File: config.mk
export PLATFORM = sky130hd
export DESIGN_NAME = alem_match
export DESIGN_NICKNAME = d
export VERILOG_FILES = /design/src/inc/alem_pkg.sv /design/src/rtl/alem_match.sv
export SDC_FILE = /design/constraint.sdc
export NUM_CORES = 1
export LEC_CHECK = 0
export ABC_AREA = 0
export BUFFER_PORTS_ARGS = -buffer_cell sky130_fd_sc_hd__buf_4
export CORE_MARGIN = 3
export CORE_UTILIZATION = 37
export DETAILED_ROUTE_END_ITERATION = 16
export PLACE_DENSITY = 0.77
export SYNTH_ARGS = -nofsm -noshare
export SYNTH_HDL_FRONTEND = slang
export SYNTH_SLANG_ARGS = --single-unit
File: constraint.sdc
create_clock -name CLK -period 0.8 [get_ports CLK]
set_input_delay 0.16 -clock CLK [delete_from_list [all_inputs] [get_ports CLK]]
set_output_delay 0.16 -clock CLK [all_outputs]
set_load 0.1 [all_outputs]
File: src/inc/alem_pkg.sv
// Package of types and constants for the access control entry L4/EtherType matcher
package alem_pkg;

  // Port filter modes
  typedef enum logic [1:0] {
    ALEM_PORT_ANY      = 2'h0,
    ALEM_PORT_SPECIFIC = 2'h1,
    ALEM_PORT_RANGE    = 2'h2
  } alem_port_mode_t;

  // Three-way TCP flag condition
  typedef enum logic [1:0] {
    ALEM_FLAG_ZERO = 2'h0,
    ALEM_FLAG_ONE  = 2'h1,
    ALEM_FLAG_ANY  = 2'h2
  } alem_flag_cond_t;

  // EtherType filter modes
  typedef enum logic [0:0] {
    ALEM_ETYPE_ANY      = 1'h0,
    ALEM_ETYPE_SPECIFIC = 1'h1
  } alem_etype_mode_t;

  // Entry frame type category; only ETYPE enables the EtherType filter
  typedef enum logic [1:0] {
    ALEM_FT_ANY   = 2'h0,
    ALEM_FT_ETYPE = 2'h1,
    ALEM_FT_ARP   = 2'h2,
    ALEM_FT_IPV4  = 2'h3
  } alem_frame_type_t;

  // TCP flag positions in the flag vector
  localparam int unsigned ALEM_FIN_BIT = 0;
  localparam int unsigned ALEM_SYN_BIT = 1;
  localparam int unsigned ALEM_RST_BIT = 2;
  localparam int unsigned ALEM_PSH_BIT = 3;
  localparam int unsigned ALEM_ACK_BIT = 4;
  localparam int unsigned ALEM_URG_BIT = 5;
  localparam int unsigned ALEM_NUM_FLAGS = 6;

  // Legal EtherType bounds and excluded codes for the specific value
  localparam logic [15:0] ALEM_ETYPE_MIN  = 16'h0600;
  localparam logic [15:0] ALEM_ETYPE_MAX  = 16'hFFFF;
  localparam logic [15:0] ALEM_ETYPE_IPV4 = 16'h0800;
  localparam logic [15:0] ALEM_ETYPE_ARP  = 16'h0806;
  localparam logic [15:0] ALEM_ETYPE_IPV6 = 16'h86DD;

  // Reset values of the result flops
  localparam logic ALEM_HIT_RST   = 1'b0;
  localparam logic ALEM_VALID_RST = 1'b0;

  // Header fields from the ingress parser
  typedef struct packed {
    logic        is_tcp;
    logic        is_udp;
    logic [15:0] src_port;
    logic [15:0] dst_port;
    logic [5:0]  tcp_flags;
    logic [15:0] ethertype;
  } alem_hdr_t;

  // Entry configuration from management
  typedef struct packed {
    alem_frame_type_t      frame_type;
    alem_port_mode_t       sport_mode;
    logic [15:0]           sport_lo;
    logic [15:0]           sport_hi;
    alem_port_mode_t       dport_mode;
    logic [15:0]           dport_lo;
    logic [15:0]           dport_hi;
    alem_flag_cond_t [5:0] flag_cond;
    alem_etype_mode_t      etype_mode;
    logic [15:0]           etype_value;
  } alem_cfg_t;

endpackage

File: src/rtl/alem_match.sv
// Single access control entry matcher for L4 ports, TCP flags and EtherType
`timescale 1ns/1ps
// ==========================================================
module alem_match (
  input  wire logic            CLK,       // Core clock, 25 MHz
  input  wire logic            RST_N,     // Asynchronous reset, active low
  input  wire logic            HDR_VALID, // Header fields valid this cycle
  input  wire alem_pkg::alem_hdr_t HDR,   // Parsed header fields
  input  wire alem_pkg::alem_cfg_t CFG,   // Entry configuration
  output logic                 RES_VALID, // Result valid, one cycle
  output logic                 HIT,       // Entry hit, with RES_VALID
  output logic                 CFG_ERR    // Illegal EtherType value programmed
);
  import alem_pkg::*;

  logic                     sport_ok;
  logic                     dport_ok;
  logic                     etype_ok;
  logic                     flags_ok;
  logic [ALEM_NUM_FLAGS-1:0] flag_ok;
  logic                     l4;
  logic                     cfg_err;
  logic                     hit_d;
  logic                     hit_q;
  logic                     valid_d;
  logic                     valid_q;
  logic                     err_d;
  logic                     err_q;

  // Port window test; a frame without an L4 header never matches a specific or range port filter
  function automatic logic port_match(input alem_port_mode_t mode,
                                      input logic [15:0] port,
                                      input logic [15:0] lo,
                                      input logic [15:0] hi,
                                      input logic has_l4);
    logic r;
    r = 1'b0;
    unique case (mode)
      ALEM_PORT_ANY:      r = 1'b1;
      ALEM_PORT_SPECIFIC: r = has_l4 && (port == lo);
      ALEM_PORT_RANGE:    r = has_l4 && (port >= lo) && (port <= hi);
      default:            r = 1'b0;
    endcase
    return r;
  endfunction

  // ==========================================================
  // Port filters
  assign l4 = HDR.is_tcp | HDR.is_udp;
  always_comb begin
    sport_ok = port_match(CFG.sport_mode, HDR.src_port, CFG.sport_lo, CFG.sport_hi, l4);
    dport_ok = port_match(CFG.dport_mode, HDR.dst_port, CFG.dport_lo, CFG.dport_hi, l4);
  end

  // ==========================================================
  // TCP flag conditions, one per flag
  // zero/one/any per flag
  generate
    for (genvar i = 0; i < ALEM_NUM_FLAGS; i++) begin : g_flag
      always_comb begin
        unique case (CFG.flag_cond[i])
          // a set condition needs a TCP header
          ALEM_FLAG_ZERO: flag_ok[i] = HDR.is_tcp && !HDR.tcp_flags[i];
          ALEM_FLAG_ONE:  flag_ok[i] = HDR.is_tcp && HDR.tcp_flags[i];
          ALEM_FLAG_ANY:  flag_ok[i] = 1'b1;
          default:        flag_ok[i] = 1'b0;
        endcase
      end
    end
  endgenerate
  assign flags_ok = &flag_ok;

  // ==========================================================
  // EtherType filter
  always_comb begin
    // only for the EtherType frame category
    if (CFG.frame_type != ALEM_FT_ETYPE) begin
      etype_ok = 1'b1;
    end else if (CFG.etype_mode == ALEM_ETYPE_ANY) begin
      etype_ok = 1'b1;
    end else begin
      etype_ok = (HDR.ethertype == CFG.etype_value);
    end
  end

  // Flag a reserved or out-of-range value; matching itself is not altered
  // so software sees the mistake rather than a silent change of behaviour
  always_comb begin
    // excluded codes are a software error
    cfg_err = (CFG.frame_type == ALEM_FT_ETYPE) && (CFG.etype_mode == ALEM_ETYPE_SPECIFIC) &&
              ((CFG.etype_value < ALEM_ETYPE_MIN) || (CFG.etype_value > ALEM_ETYPE_MAX) ||
               (CFG.etype_value == ALEM_ETYPE_IPV4) || (CFG.etype_value == ALEM_ETYPE_ARP) ||
               (CFG.etype_value == ALEM_ETYPE_IPV6));
  end

  // ==========================================================
  // Result next values
  always_comb begin
    valid_d = HDR_VALID;
    hit_d   = HDR_VALID && sport_ok && dport_ok && flags_ok && etype_ok;
    err_d   = cfg_err;
  end

  // Result registers; one cycle latency keeps outputs glitch free
  always_ff @(posedge CLK or negedge RST_N) begin
    if (!RST_N) begin
      hit_q   <= ALEM_HIT_RST;
      valid_q <= ALEM_VALID_RST;
      err_q   <= 1'b0;
    end else begin
      hit_q   <= hit_d;
      valid_q <= valid_d;
      err_q   <= err_d;
    end
  end

  assign HIT       = hit_q;
  assign RES_VALID = valid_q;
  assign CFG_ERR   = err_q;

  // ==========================================================
  // Checks
  chk_hit_valid: assert property (@(posedge CLK) disable iff (!RST_N)
    HIT |-> RES_VALID) else $error("hit without valid");
  chk_sport_spec: assert property (@(posedge CLK) disable iff (!RST_N)
    HDR_VALID && CFG.sport_mode == ALEM_PORT_SPECIFIC && HDR.src_port != CFG.sport_lo
    |=> !HIT) else $error("source specific mismatch hit");
  chk_sport_range: assert property (@(posedge CLK) disable iff (!RST_N)
    HDR_VALID && CFG.sport_mode == ALEM_PORT_RANGE &&
    (HDR.src_port < CFG.sport_lo || HDR.src_port > CFG.sport_hi) |=> !HIT)
    else $error("source out of range hit");
  chk_dport_spec: assert property (@(posedge CLK) disable iff (!RST_N)
    HDR_VALID && CFG.dport_mode == ALEM_PORT_SPECIFIC && HDR.dst_port != CFG.dport_lo
    |=> !HIT) else $error("destination specific mismatch hit");
  chk_dport_range: assert property (@(posedge CLK) disable iff (!RST_N)
    HDR_VALID && CFG.dport_mode == ALEM_PORT_RANGE &&
    (HDR.dst_port < CFG.dport_lo || HDR.dst_port > CFG.dport_hi) |=> !HIT)
    else $error("destination out of range hit");
  chk_fin_zero: assert property (@(posedge CLK) disable iff (!RST_N)
    HDR_VALID && CFG.flag_cond[ALEM_FIN_BIT] == ALEM_FLAG_ZERO && HDR.tcp_flags[ALEM_FIN_BIT]
    |=> !HIT) else $error("FIN set but zero required");
  chk_syn_one: assert property (@(posedge CLK) disable iff (!RST_N)
    HDR_VALID && CFG.flag_cond[ALEM_SYN_BIT] == ALEM_FLAG_ONE && !HDR.tcp_flags[ALEM_SYN_BIT]
    |=> !HIT) else $error("SYN clear but one required");
  chk_flag_tcp: assert property (@(posedge CLK) disable iff (!RST_N)
    HDR_VALID && !HDR.is_tcp && CFG.flag_cond[ALEM_ACK_BIT] != ALEM_FLAG_ANY |=> !HIT)
    else $error("flag condition hit without TCP");
  chk_etype_spec: assert property (@(posedge CLK) disable iff (!RST_N)
    HDR_VALID && CFG.frame_type == ALEM_FT_ETYPE && CFG.etype_mode == ALEM_ETYPE_SPECIFIC &&
    HDR.ethertype != CFG.etype_value |=> !HIT) else $error("EtherType mismatch hit");
  chk_all_any: assert property (@(posedge CLK) disable iff (!RST_N)
    HDR_VALID && CFG.sport_mode == ALEM_PORT_ANY && CFG.dport_mode == ALEM_PORT_ANY &&
    CFG.flag_cond == {6{ALEM_FLAG_ANY}} && CFG.frame_type != ALEM_FT_ETYPE |=> HIT)
    else $error("all don't-care but no hit");

  // ==========================================================
  // Result timing and the remaining conditions
  // Result timing: one cycle after the header, nothing when idle
  chk_valid_next: assert property (@(posedge CLK) disable iff (!RST_N)
    HDR_VALID |=> RES_VALID) else $error("request without result");
  chk_valid_idle: assert property (@(posedge CLK) disable iff (!RST_N)
    !HDR_VALID |=> !RES_VALID && !HIT) else $error("result without request");

  // Filter branches that must let a frame pass
  chk_dport_any: assert property (@(posedge CLK) disable iff (!RST_N)
    HDR_VALID && CFG.dport_mode == ALEM_PORT_ANY |-> dport_ok)
    else $error("destination any blocked the frame");
  chk_etype_gate: assert property (@(posedge CLK) disable iff (!RST_N)
    HDR_VALID && CFG.frame_type != ALEM_FT_ETYPE |-> etype_ok)
    else $error("EtherType filter applied to another frame type");
  chk_etype_any: assert property (@(posedge CLK) disable iff (!RST_N)
    HDR_VALID && CFG.frame_type == ALEM_FT_ETYPE && CFG.etype_mode == ALEM_ETYPE_ANY
    |-> etype_ok) else $error("EtherType any blocked the frame");
  chk_range_incl: assert property (@(posedge CLK) disable iff (!RST_N)
    HDR_VALID && CFG.sport_mode == ALEM_PORT_RANGE && l4 && CFG.sport_lo <= CFG.sport_hi &&
    (HDR.src_port == CFG.sport_lo || HDR.src_port == CFG.sport_hi) |-> sport_ok)
    else $error("range bound treated as outside");

  // Remaining flag conditions, each blocks a hit when violated; then the no-L4 port and CFG_ERR checks
  chk_rst_zero: assert property (@(posedge CLK) disable iff (!RST_N)
    HDR_VALID && CFG.flag_cond[ALEM_RST_BIT] == ALEM_FLAG_ZERO && HDR.tcp_flags[ALEM_RST_BIT]
    |=> !HIT) else $error("RST set but zero required");
  chk_psh_one: assert property (@(posedge CLK) disable iff (!RST_N)
    HDR_VALID && CFG.flag_cond[ALEM_PSH_BIT] == ALEM_FLAG_ONE && !HDR.tcp_flags[ALEM_PSH_BIT]
    |=> !HIT) else $error("PSH clear but one required");
  chk_ack_zero: assert property (@(posedge CLK) disable iff (!RST_N)
    HDR_VALID && CFG.flag_cond[ALEM_ACK_BIT] == ALEM_FLAG_ZERO && HDR.tcp_flags[ALEM_ACK_BIT]
    |=> !HIT) else $error("ACK set but zero required");
  chk_urg_one: assert property (@(posedge CLK) disable iff (!RST_N)
    HDR_VALID && CFG.flag_cond[ALEM_URG_BIT] == ALEM_FLAG_ONE && !HDR.tcp_flags[ALEM_URG_BIT]
    |=> !HIT) else $error("URG clear but one required");
  chk_no_l4_port: assert property (@(posedge CLK) disable iff (!RST_N)
    HDR_VALID && !HDR.is_tcp && !HDR.is_udp && CFG.dport_mode == ALEM_PORT_RANGE
    |=> !HIT) else $error("port filter hit without L4 header");
  chk_cfg_err: assert property (@(posedge CLK) disable iff (!RST_N)
    CFG.frame_type == ALEM_FT_ETYPE && CFG.etype_mode == ALEM_ETYPE_SPECIFIC &&
    CFG.etype_value == ALEM_ETYPE_IPV6 |=> CFG_ERR) else $error("excluded EtherType not flagged");
endmodule

# After elaboration in Yosys (flattened, before gate mapping)
# Cells that the tools add are included.
# totals
ff_bits	3
wordCells	87
inputBits	158
# op_classes
reduce_logical	43
mux	10
n_lt_le_gt_ge	6
n_bitwise	1
eq_ne	24
# op_table
operator	n
16-bit == test	3
16-bit by 12-bit == test with 1-bit output (second input constant)	2
16-bit greater-or-equal comparator	2
16-bit less-or-equal comparator	2
1-bit logical AND	24
1-bit case mux with 3 select lines	8
2-bit by 1-bit == test with 1-bit output (second input constant)	9
16-bit == test (second input constant)	1
2-bit == test (second input constant)	8
16-bit greater-than comparator (second input constant)	1
2-bit zero test	8
16-bit by 11-bit less-than comparator with 1-bit output (second input constant)	1
1-bit zero test	6
6-bit AND reduction	1
1-bit logical OR	4
1-bit 2-to-1 mux	2
2-bit by 1-bit != test with 1-bit output (second input constant)	1
1-bit bitwise OR	1

# Depth between registers and ports, before layout
# Gate-level depths: netlist of run 1.
# logic_depth
word_depth	8
depth_mapped	8

# Worst setup path after synthesis of run 1
# No wires, ideal clock.
# synth_path
path_kind	input to register
start	input port CFG[89] (netlist name)
end	register hit_q (netlist: HIT)
arrival_ns	1.949
t_required_ns	0.689
setup_time_ns	0.111
setup_slack_ns	-1.260
path_stages	8
n_path_buf	0
path_cell_list	inv_1 ha_1 nand4_1 or4_1 or3_1 a21oi_2 a21oi_1 a2111oi_2
# synth_via
elab_chain_len	8
word_cells_on_any_way	10
# synth_lines
item	line	source
start, declared	alem_match.sv:9	input wire alem_pkg::alem_cfg_t CFG,
16-bit greater-or-equal comparator	alem_match.sv:41	ALEM_PORT_RANGE: r = has_l4 && (port >= lo) && (port <= hi);
1-bit logical AND (2 in series)	alem_match.sv:41	
1-bit case mux with 3 select lines *	alem_match.sv:38	unique case (mode)
1-bit logical AND * (4 in series)	alem_match.sv:100	hit_d = HDR_VALID && sport_ok && dport_ok && flags_ok && etype_ok;
net hit_d	alem_match.sv:23	logic hit_d;
end signal, assigned	alem_match.sv:111	hit_q <= hit_d;
end, declared	alem_match.sv:24	logic hit_q;
# Mark *: on every way through the listed nets, which the timed path passes. The rest lies on a longest branch.

# Worst setup path after layout of run 1
# layout_path
start	input port CFG[88] (netlist name)
end	register hit_q (netlist: HIT)
# Same word-level chain as after synthesis.

==> results.md, run 1 <==
- Total of max-cap violations: 0
- CTS H-tree lvls: 1
- Total Wirelength: 7.48 mm
- Worst-path clk slew: 0.03 ns
- Pre-Repair DR Iteration Count: 4
- Nets: 734
- Vias in the first global route: 2773
- RSZ-0062 raised after global routing: true
- Final Instance Area: 4020 µm²
- Worst Path Arrival: 2.08 ns
- Crit share post-route: 248%
- Synth top area share: 38.1%
- First-pass GRT wire length: 11.3 mm
- Pwr Density: 613 nW/µm²
- Post-synth EDFFs: 0
- Hold crit path type: input port to flop
- Num Clock Sinks: 3
- Die width: 81.4 µm
- Sw frac: 33.4%
- Port bufs: 160
- DP HPWL: 7.02 mm
- Largest net degree at the start of global routing: 5
- Routed Antenna Nets: 0
- Seq pwr share: 6.5%
- Die Area: 6620 µm²
- Final min period: 1.98 ns
- Slew margin rel.: 76.1%
- CP startpoint kind: input port
- Synth warnings: 0
- F_max: 0.505 GHz
- Peak VDD IR: 0.813 mV
- Layout area overhead: 91.3%
- NetSw: 0.000822 W
- Antenna cell count: 0
- Cell Rows: 26
- Placed instance area: 3840 µm²
- Combinational power share: 75.9%
- Clock power share: 17.6%
- Synth Register Bits: 3
- Final setup vio count: 5
- Critical path class: input port to flop
- Initial antenna violation count: 0
- Critical path data required time: 0.90 ns
- Syn Nets: 510
- CTS Buffer Depth: 2
- Status: complete, but fails checks
- Cell-internal power: 0.00164 W
- Top cells by area, synth: ha_1, inv_1, xnor2_1, a21oi_1, nand4_1
- Initial Utilization: 39.6%
- Dominant synthesized flop cell: dfrtp_1
- Leak: 2.25 nW
- Worst Max-Slew Pin Slew: 0.357 ns
- Via density per instance: 4.85
- Avg Inst Size Synth: 7.29 µm²
- Failing checks: setup timing
- Synth async-reset ratio: 100%
- Setup TNS: -1.92 ns
- Core area: 5300 µm²
- Worst hold margin: 0.153 ns
- Leading area contributor after synthesis: ha_1
- Share of layout cells above drive strength 1: 46.4%
- Fraction of the yosys area taken by sequential cells: 3.57%
- TritonCTS clock tree: yes
- Ports: 161
- Avg WL per Cell: 12.9 µm
- Gr usage total: 21.5%
- Placer Congestion: 0.842
- Yosys cell types: 35
- CTS Root Cell: clkbuf_8
- Iter 0 DRT Violations: 60
- Fin worst setup slack: -1.18 ns
- Final Hold Viols: 0
- Mapped Cells: 288
- DRC Markers: 0
- Grt ovf: 0
- Vias post-DR: 2819
- Max Slew Vio Count: 0
- Total CTS buffers: 3
- Crit path max fanout: 3
- Post-CTS setup buffer count: 0
- Die H: 81.4 µm
- Mapped Area: 2100 µm²
- Worst setup EP type: flop
==> kinds of logic after synthesis <==
kind of cell	count (synthesis)	synth area share, %
adder cells (fa/ha/maj)	64	38.1
AO/OA/AOI/OAI	54	16.5
flip-flops	3	3.57
AND/OR/NAND/NOR	80	20.8
buffers and inverters	64	11.4
XOR/XNOR	23	9.59
==> placed cells by master (no fill, tap or decap), drive strengths merged, types with 2 or more instances in the layout <==
cell type,n
a21o,3
nor4,6
o221ai,2
a221oi,4
nor2,9
nand3,8
or4,3
o21ai,5
nand4b,2
buf,218
nand2b,5
clkbuf,4
nor2b,5
ha,64
xnor2,23
a21oi,29
dfrtp,3
nand2,17
nand4,19
inv,64
nor3,2
==> registers in the layout (all words and copies together) (netlist names) <==
register	flops
RES_VALID	1
HIT	1
CFG_ERR	1
==> metrics by stage <==
step	total power, W	setup slack, ns	util [%]	instances
floorplan	0.000894	-1.18	-	288
global placement	0.00191	-1.37	72.5	576
detailed placement	0.00198	-1.41	72.5	576
CTS	0.00247	-1.15	75.3	581
global route	0.00271	-1.25	75.8	581
finish	0.00246	-1.18	75.8	581
==> power by group through the flow <==
stage               Sequential [W]  Clock [W]  Combinational, W
floorplan                 0.000181          0          0.000713
global placement          0.000160          0           0.00175
detailed placement        0.000160          0           0.00182
CTS                       0.000160   0.000450           0.00186
global route              0.000160   0.000477           0.00207
finish                    0.000160   0.000433           0.00187
==> Yosys cell counts, types with 2 or more instances <==
cell type and number:
nand4b_1 2, a21oi_1 28, nor4_1 6, nor2b_1 5, or4_1 3, ha_1 64, nand3_1 8, a21o_1 3
o221ai_1 2, nand2b_1 5, a221oi_1 4, nand2_1 17, xnor2_1 23, dfrtp_1 3, o21ai_0 5, inv_1 64
nor3_1 2, nor2_1 9, nand4_1 19
==> worst max-delay path, stage by stage <==
cell and delay [ns]:
buf_4 0.08, inv_1 0.05, ha_4 0.27, nand4_1 0.12, or4_4 0.56, or3_4 0.34
a21oi_2 0.14, a21oi_1 0.06, a2111oi_2 0.30
==> what timing repair did <==
| item | 4_1_cts | 5_1_grt |
|---|---|---|
| resized for setup | 16 | 5 |
| pin swaps | 2 | 0 |
| hold buffers | 1 | 0 |
| setup endpoints to repair | 5 | 5 |
| hold endpoints to repair | 3 | 0 |
==> cell type report <==
cell class,instances,area (µm²)
multi-input cells,221,1870
fillers,421,1280
well taps,70,87.6
repair buffers,219,1690
flip-flops and latches,3,82.6
clock buffers,4,45.0
inverters,64,240
==> final timing paths <==
kind	endpoint	from	slack, ns	cells after the start
setup / recovery	HIT	CFG[88]	-1.18	9
hold / removal	RES_VALID	HDR_VALID	0.15	2
max in group asynchronous	CFG_ERR	RST_N	0.40	2
min in group asynchronous	HIT	RST_N	0.29	2
==> routing by layer <==
layer  share of wire, %  wire length (µm)  vias to the layer above  track usage, %
met1                 38              2850                     1241            23.3
met3                8.0               602                        4            4.88
li1                   -                 -                     1468               -
met4               0.71                53                        0            2.53
met5                  0                 0                        -               0
met2                 53              3970                      106            42.5
Power figures use the tool's default switching activity.
==> inputs of run 2 (changes only) <==
ABC_AREA = 1   (was 0)
BUFFER_PORTS_ARGS = -buffer_cell sky130_fd_sc_hd__buf_2   (was -buffer_cell sky130_fd_sc_hd__buf_4)
CORE_UTILIZATION = 39   (was 37)
PLACE_DENSITY = 0.78   (was 0.77)
==> run 2 against run 1 <==
Setup slack better by 0.68 ns. Via count up 6.8%. Sequential share of layout area about the same. Clock power about the same. Sequential power about the same. Power up 1.8%. The run still ends with setup timing left.
==> results.md, run 2 <==
- RSZ-0062 raised after global routing: true
- Fin worst setup slack: -0.505 ns
- Total of max-cap violations: 0
- Nets: 787
- Final Hold Viols: 0
- Worst setup EP type: flop
- Share of layout cells above drive strength 1: 45.0%
- Fraction of the yosys area taken by sequential cells: 3.22%
- Initial Utilization: 41.3%
- Cell Rows: 27
- Total Wirelength: 7.59 mm
- Mapped Cells: 382
- CTS H-tree lvls: 1
- Worst Path Buf+Inv: 1
- CTS Root Cell: clkbuf_8
- Status: complete, but fails checks
- Syn Nets: 604
- Total CTS buffers: 3
- Core area: 5640 µm²
- Port bufs: 160
- Worst Max-Slew Pin Slew: 0.229 ns
- Kind of cell adding the most delay to the critical path: simple AND/OR/NAND/NOR gates
- Dominant synthesized flop cell: dfrtp_1
- Num Clock Sinks: 3
- Die H: 83.3 µm
- Synth warnings: 0
- Gr usage total: 19.2%
- Adder-cell share of the synthesized area: 34.3%
- Final total power: 0.00251 W
- Top cells by area, synth: ha_1, nand2_1, inv_1, a21oi_1, xnor2_1
- Vias in the first global route: 2953
- CP startpoint kind: input port
- Failing checks: setup timing
- TritonCTS clock tree: yes
- Pre-Repair DR Iteration Count: 4
- Worst path max stage delay: 0.33 ns
- Grt ovf: 0
- Worst-path clk slew: 0.03 ns
- DP HPWL: 6.28 mm
- Hold crit path type: input port to flop
- Via density per instance: 4.74
- Synth Register Bits: 3
- Synth async-reset ratio: 100%
- CTS Buffer Depth: 2
- Iter 0 DRT Violations: 37
- Largest family of logic cells by synthesized area: adder cells
- Synth Area in Compound Gates: 11.9%
- Synth top area share: 34.3%
- Vias post-DR: 3012
- Top post-synthesis cells by count: nand2_1, inv_1, ha_1
- Hold depth: 2
- Max Slew Vio Count: 0
- Dpl ws: -0.732 ns
- Yosys cell types: 30
- Avg WL per Cell: 11.9 µm
- HP Start: HDR_VALID
- Pwr Density: 635 nW/µm²
- Slowest cell on crit path: ha_1
- Leading area contributor after synthesis: ha_1
- Die Area: 6940 µm²
- Sink of the worst hold path: RES_VALID
- Critical path data required time: 0.90 ns
- Mux cell area share after synthesis: 0%
- Leak: 2.23 nW
- Post-synth EDFFs: 0
- Most frequent cell after synthesis: nand2_1
- Critical path cell sequence: buf_2 -> ha_1 -> nand4_1 -> nor3_2 -> nand2_2 -> a21oi_2 -> nor2_1 -> nor2_1 -> nor2_2
- First-pass GRT wire length: 11.7 mm
- Storage cell area: 82.6 µm²
- Final setup vio count: 4
- Die width: 83.3 µm
- Avg Inst Size Synth: 6.11 µm²
- Antenna cell count: 0
- Final min period: 1.31 ns
- Largest net degree at the start of global routing: 4
- Worst Path Arrival: 1.40 ns
- Crit share post-route: 163%
- Most frequent cells in the layout: buf_2, inv_1, nand2_1
- Commonest non-fill, non-tap cell in the layout: buf_2
- Fillers: 488
- Placer Congestion: 0.823
- Xor and xnor area share after synthesis: 7.14%
- Crit path max fanout: 2
- F_max: 0.766 GHz
- Ports: 161
- Critical path class: input port to flop
- Layout area overhead: 69.2%
- Most frequent CP cell: nor2_1
- Area of the multi-input gates: 2340 µm²
- Setup TNS: -1.06 ns
- Mapped Area: 2330 µm²
- DRC Markers: 0
- Initial antenna violation count: 0
- Simple logic cell fraction of the synthesized area: 28.2%
- Peak VDD IR: 0.341 mV
- Slew margin rel.: 84.6%
- Routed Antenna Nets: 0
==> run 2: layout make-up <==
type	count	area share [%]
sequential	3	2.09
inverter	95	9.04
clock buffer	4	1.14
tap	72	2.28
multi-input combinational	284	59.4
timing repair buffer	178	26.0
==> run 2: where the power goes <==
| group | internal (W) | switching (W) | total (W) | leakage (nW) |
|---|---|---|---|---|
| combinational | 0.000970 | 0.000942 | 0.00191 | 2.17 |
| sequential | 0.000158 | 0.00000230 | 0.000160 | 0.0367 |
| clock | 0.000339 | 0.0000950 | 0.000434 | 0.0228 |
==> run 2: through the flow <==
stage                     instance area [µm²]  cells  hold WS [ns]  utilization (%)
after CTS                                3650    635         0.156             64.7
after global routing                     3950    636         0.159             69.9
after global placement                   3420    628       -0.0418             60.7
after floorplan                          2380    382        -0.136                -
final                                    3950    636         0.164             69.9
after detailed placement                 3420    628       -0.0410             60.7
==> run 2: logic make-up after synthesis <==
group	Yosys count
compound gates	49
xor+xnor	19
fa+ha+maj	64
buf+inv	95
flops	3
simple gates	152
==> run 2: how the worst max path moves through the flow <==
stage / from / endpoint / slack, ns / cells after the start
global placement: HDR[27] / HIT / -0.69 / 11
global route: HDR[52] / HIT / -0.64 / 9
detailed placement: HDR[27] / HIT / -0.73 / 12
finish: HDR[52] / HIT / -0.51 / 9
floorplan: CFG[52] / HIT / -0.50 / 11
CTS: HDR[30] / HIT / -0.47 / 12
==> run 2: what timing repair did <==
item | 4_1_cts | 5_1_grt
endpoints found under the hold margin | 3 | 0
setup endpoints to repair | 5 | 5
gates resized for setup | 31 | 43
pin swaps | 17 | 22
gates cloned | 0 | 0
hold buffers | 1 | 0
buffers inserted | 2 | 1
==> run 2: layer usage <==
metal	share of wire, %	global-route usage, %	up-vias	routed length, µm
li1	-	-	1574	-
met1	37	21.4	1316	2790
met2	55	37.8	106	4170
met3	6.6	2.58	16	499
met4	1.8	4.46	0	139
met5	0	0	-	0
==> inputs of run 3 (changes only) <==
CAP_MARGIN = 30   (was default)
CORE_ASPECT_RATIO = 1.75   (was default)
==> run 3 against run 2 <==
The flow still finishes with violations (setup timing). Flip-flop and latch count unchanged. Setup slack better by 0.017 ns. Utilization increased by 0.71 points. Sequential power about the same. Combinational power rose by 2%. Clock-buffer cell count is the same. Critical path type unchanged. Largest power group unchanged.
==> results.md, run 3 (synthesis gave the netlist of run 2 again) <==
- Status: complete, but fails checks
- Failing checks: setup timing
- CTS H-tree lvls: 1
- Final min period: 1.29 ns
- Crit path from: CFG[77]
- Placed Instances: 638
- Die H: 108 µm
- RSZ-0062 raised after global routing: true
- Kind of cell adding the most delay to the critical path: simple AND/OR/NAND/NOR gates
- Antenna cell count: 0
- Critical path data required time: 0.90 ns
- Worst-path clk slew: 0.03 ns
- Leak: 2.28 nW
- Slew margin rel.: 84.3%
- Routed Antenna Nets: 0
- Worst Path Arrival: 1.39 ns
- DP HPWL: 6.54 mm
- Storage cell area: 82.6 µm²
- Layout area overhead: 71.9%
- Die width: 64.5 µm
- Avg WL per Cell: 12.6 µm
- Via density per instance: 4.69
- Pwr Density: 635 nW/µm²
- F_max: 0.776 GHz
- Share of layout cells above drive strength 1: 45.0%
- Max Slew Vio Count: 0
- Worst Path Buf+Inv: 3
- DRC Markers: 0
- HP Start: HDR_VALID
- CP startpoint kind: input port
- Crit path max fanout: 2
- Placer Congestion: 0.800
- Worst setup EP type: flop
- Worst hold margin: 0.163 ns
- CTS Buffer Depth: 2
- Most frequent cells in the layout: buf_2, inv_1, nand2_1
- Cell Rows: 36
- Grt ovf: 0
- Vias in the first global route: 2996
- Total CTS buffers: 3
- Fillers: 486
- Final total power: 0.00254 W
- Worst Max-Slew Pin Slew: 0.234 ns
- Critical path cell sequence: buf_2 -> inv_1 -> ha_4 -> nand4_1 -> buf_4 -> a21oi_2 -> nor2_1 -> a21oi_1 -> nor2_1 -> nor2_1 -> nor2_2
- Port bufs: 160
- Layout Cells excl Fill: 643
- Final Hold Viols: 0
- Crit. path cell count: 11
- Vias post-DR: 3018
- Total of max-cap violations: 0
- Core area: 5680 µm²
- Area of the multi-input gates: 2290 µm²
- Worst path max stage delay: 0.26 ns
- Largest net degree at the start of global routing: 4
- Num Clock Sinks: 3
- CTS Root Cell: clkbuf_8
- Fin worst setup slack: -0.488 ns
- Iter 0 DRT Violations: 79
- First-pass GRT wire length: 11.8 mm
- Hold crit path type: input port to flop
- Final setup vio count: 5
- Total Wirelength: 8.08 mm
- Initial Utilization: 41.1%
- Critical path class: input port to flop
- Ports: 161
- CP Capture Point: HIT
- Nets: 790
- Slowest cell on crit path: ha_4
- Gr usage total: 20.8%
- Die Area: 6980 µm²
- Crit share post-route: 161%
- Peak VDD IR: 0.331 mV
- Most frequent CP cell: nor2_1
- Initial antenna violation count: 0
- Pre-Repair DR Iteration Count: 4
- Dpl ws: -0.760 ns
- TritonCTS clock tree: yes
- Hold depth: 2
- Commonest non-fill, non-tap cell in the layout: buf_2
run 3: cell types whose count changed in the layout (fill, tap and decap cells not counted), sizes merged:
cell / previous run / this run
clkbuf: 6 / 4
buf: 175 / 180
run 3: how the worst min path moves through the flow:
| stage | end | slack, ns |
|---|---|---|
| finish | RES_VALID | 0.16 |
| CTS | RES_VALID | 0.16 |
| global placement | RES_VALID | -0.04 |
| floorplan | HIT | -0.14 |
| global route | RES_VALID | 0.16 |
| detailed placement | CFG_ERR | -0.04 |
run 3: final cells by class:
class                   instances  share of cell area (%)
repair buffers                181                    28.3
multi-input cells             284                    57.2
flip-flops and latches          3                    2.06
inverters                      95                    8.96
clock buffers                   4                    1.12
well taps                      76                    2.37
run 3: metrics by stage:
step	cell area, µm²	TNS [ns]	utilization, %
6_report	4010	-1.08	70.6
5_1_grt	4010	-1.33	70.6
4_1_cts	3770	-1.07	66.4
3_5_place_dp	3470	-1.06	61.2
3_3_place_gp	3470	-1.02	61.2
2_1_floorplan	2380	-0.740	-
run 3: metal layers:
layer	GRT usage, %	routed length, µm
met5	0	0
met1	20.5	2690
met2	42.7	4730
met3	2.49	442
met4	7.72	220
run 3: what timing repair did:
item,CTS,global route
endpoints found under the setup margin,5,5
pin swaps,26,39
hold endpoints to repair,3,0
resized for setup,44,51
buffers inserted,0,1
hold buffers,1,0
run 3: power breakdown:
group	internal (W)	switching [W]	total [W]
clock	0.000340	0.0000961	0.000436
sequential	0.000158	0.00000238	0.000160
combinational	0.00101	0.000940	0.00195
total	0.00151	0.00104	0.00254
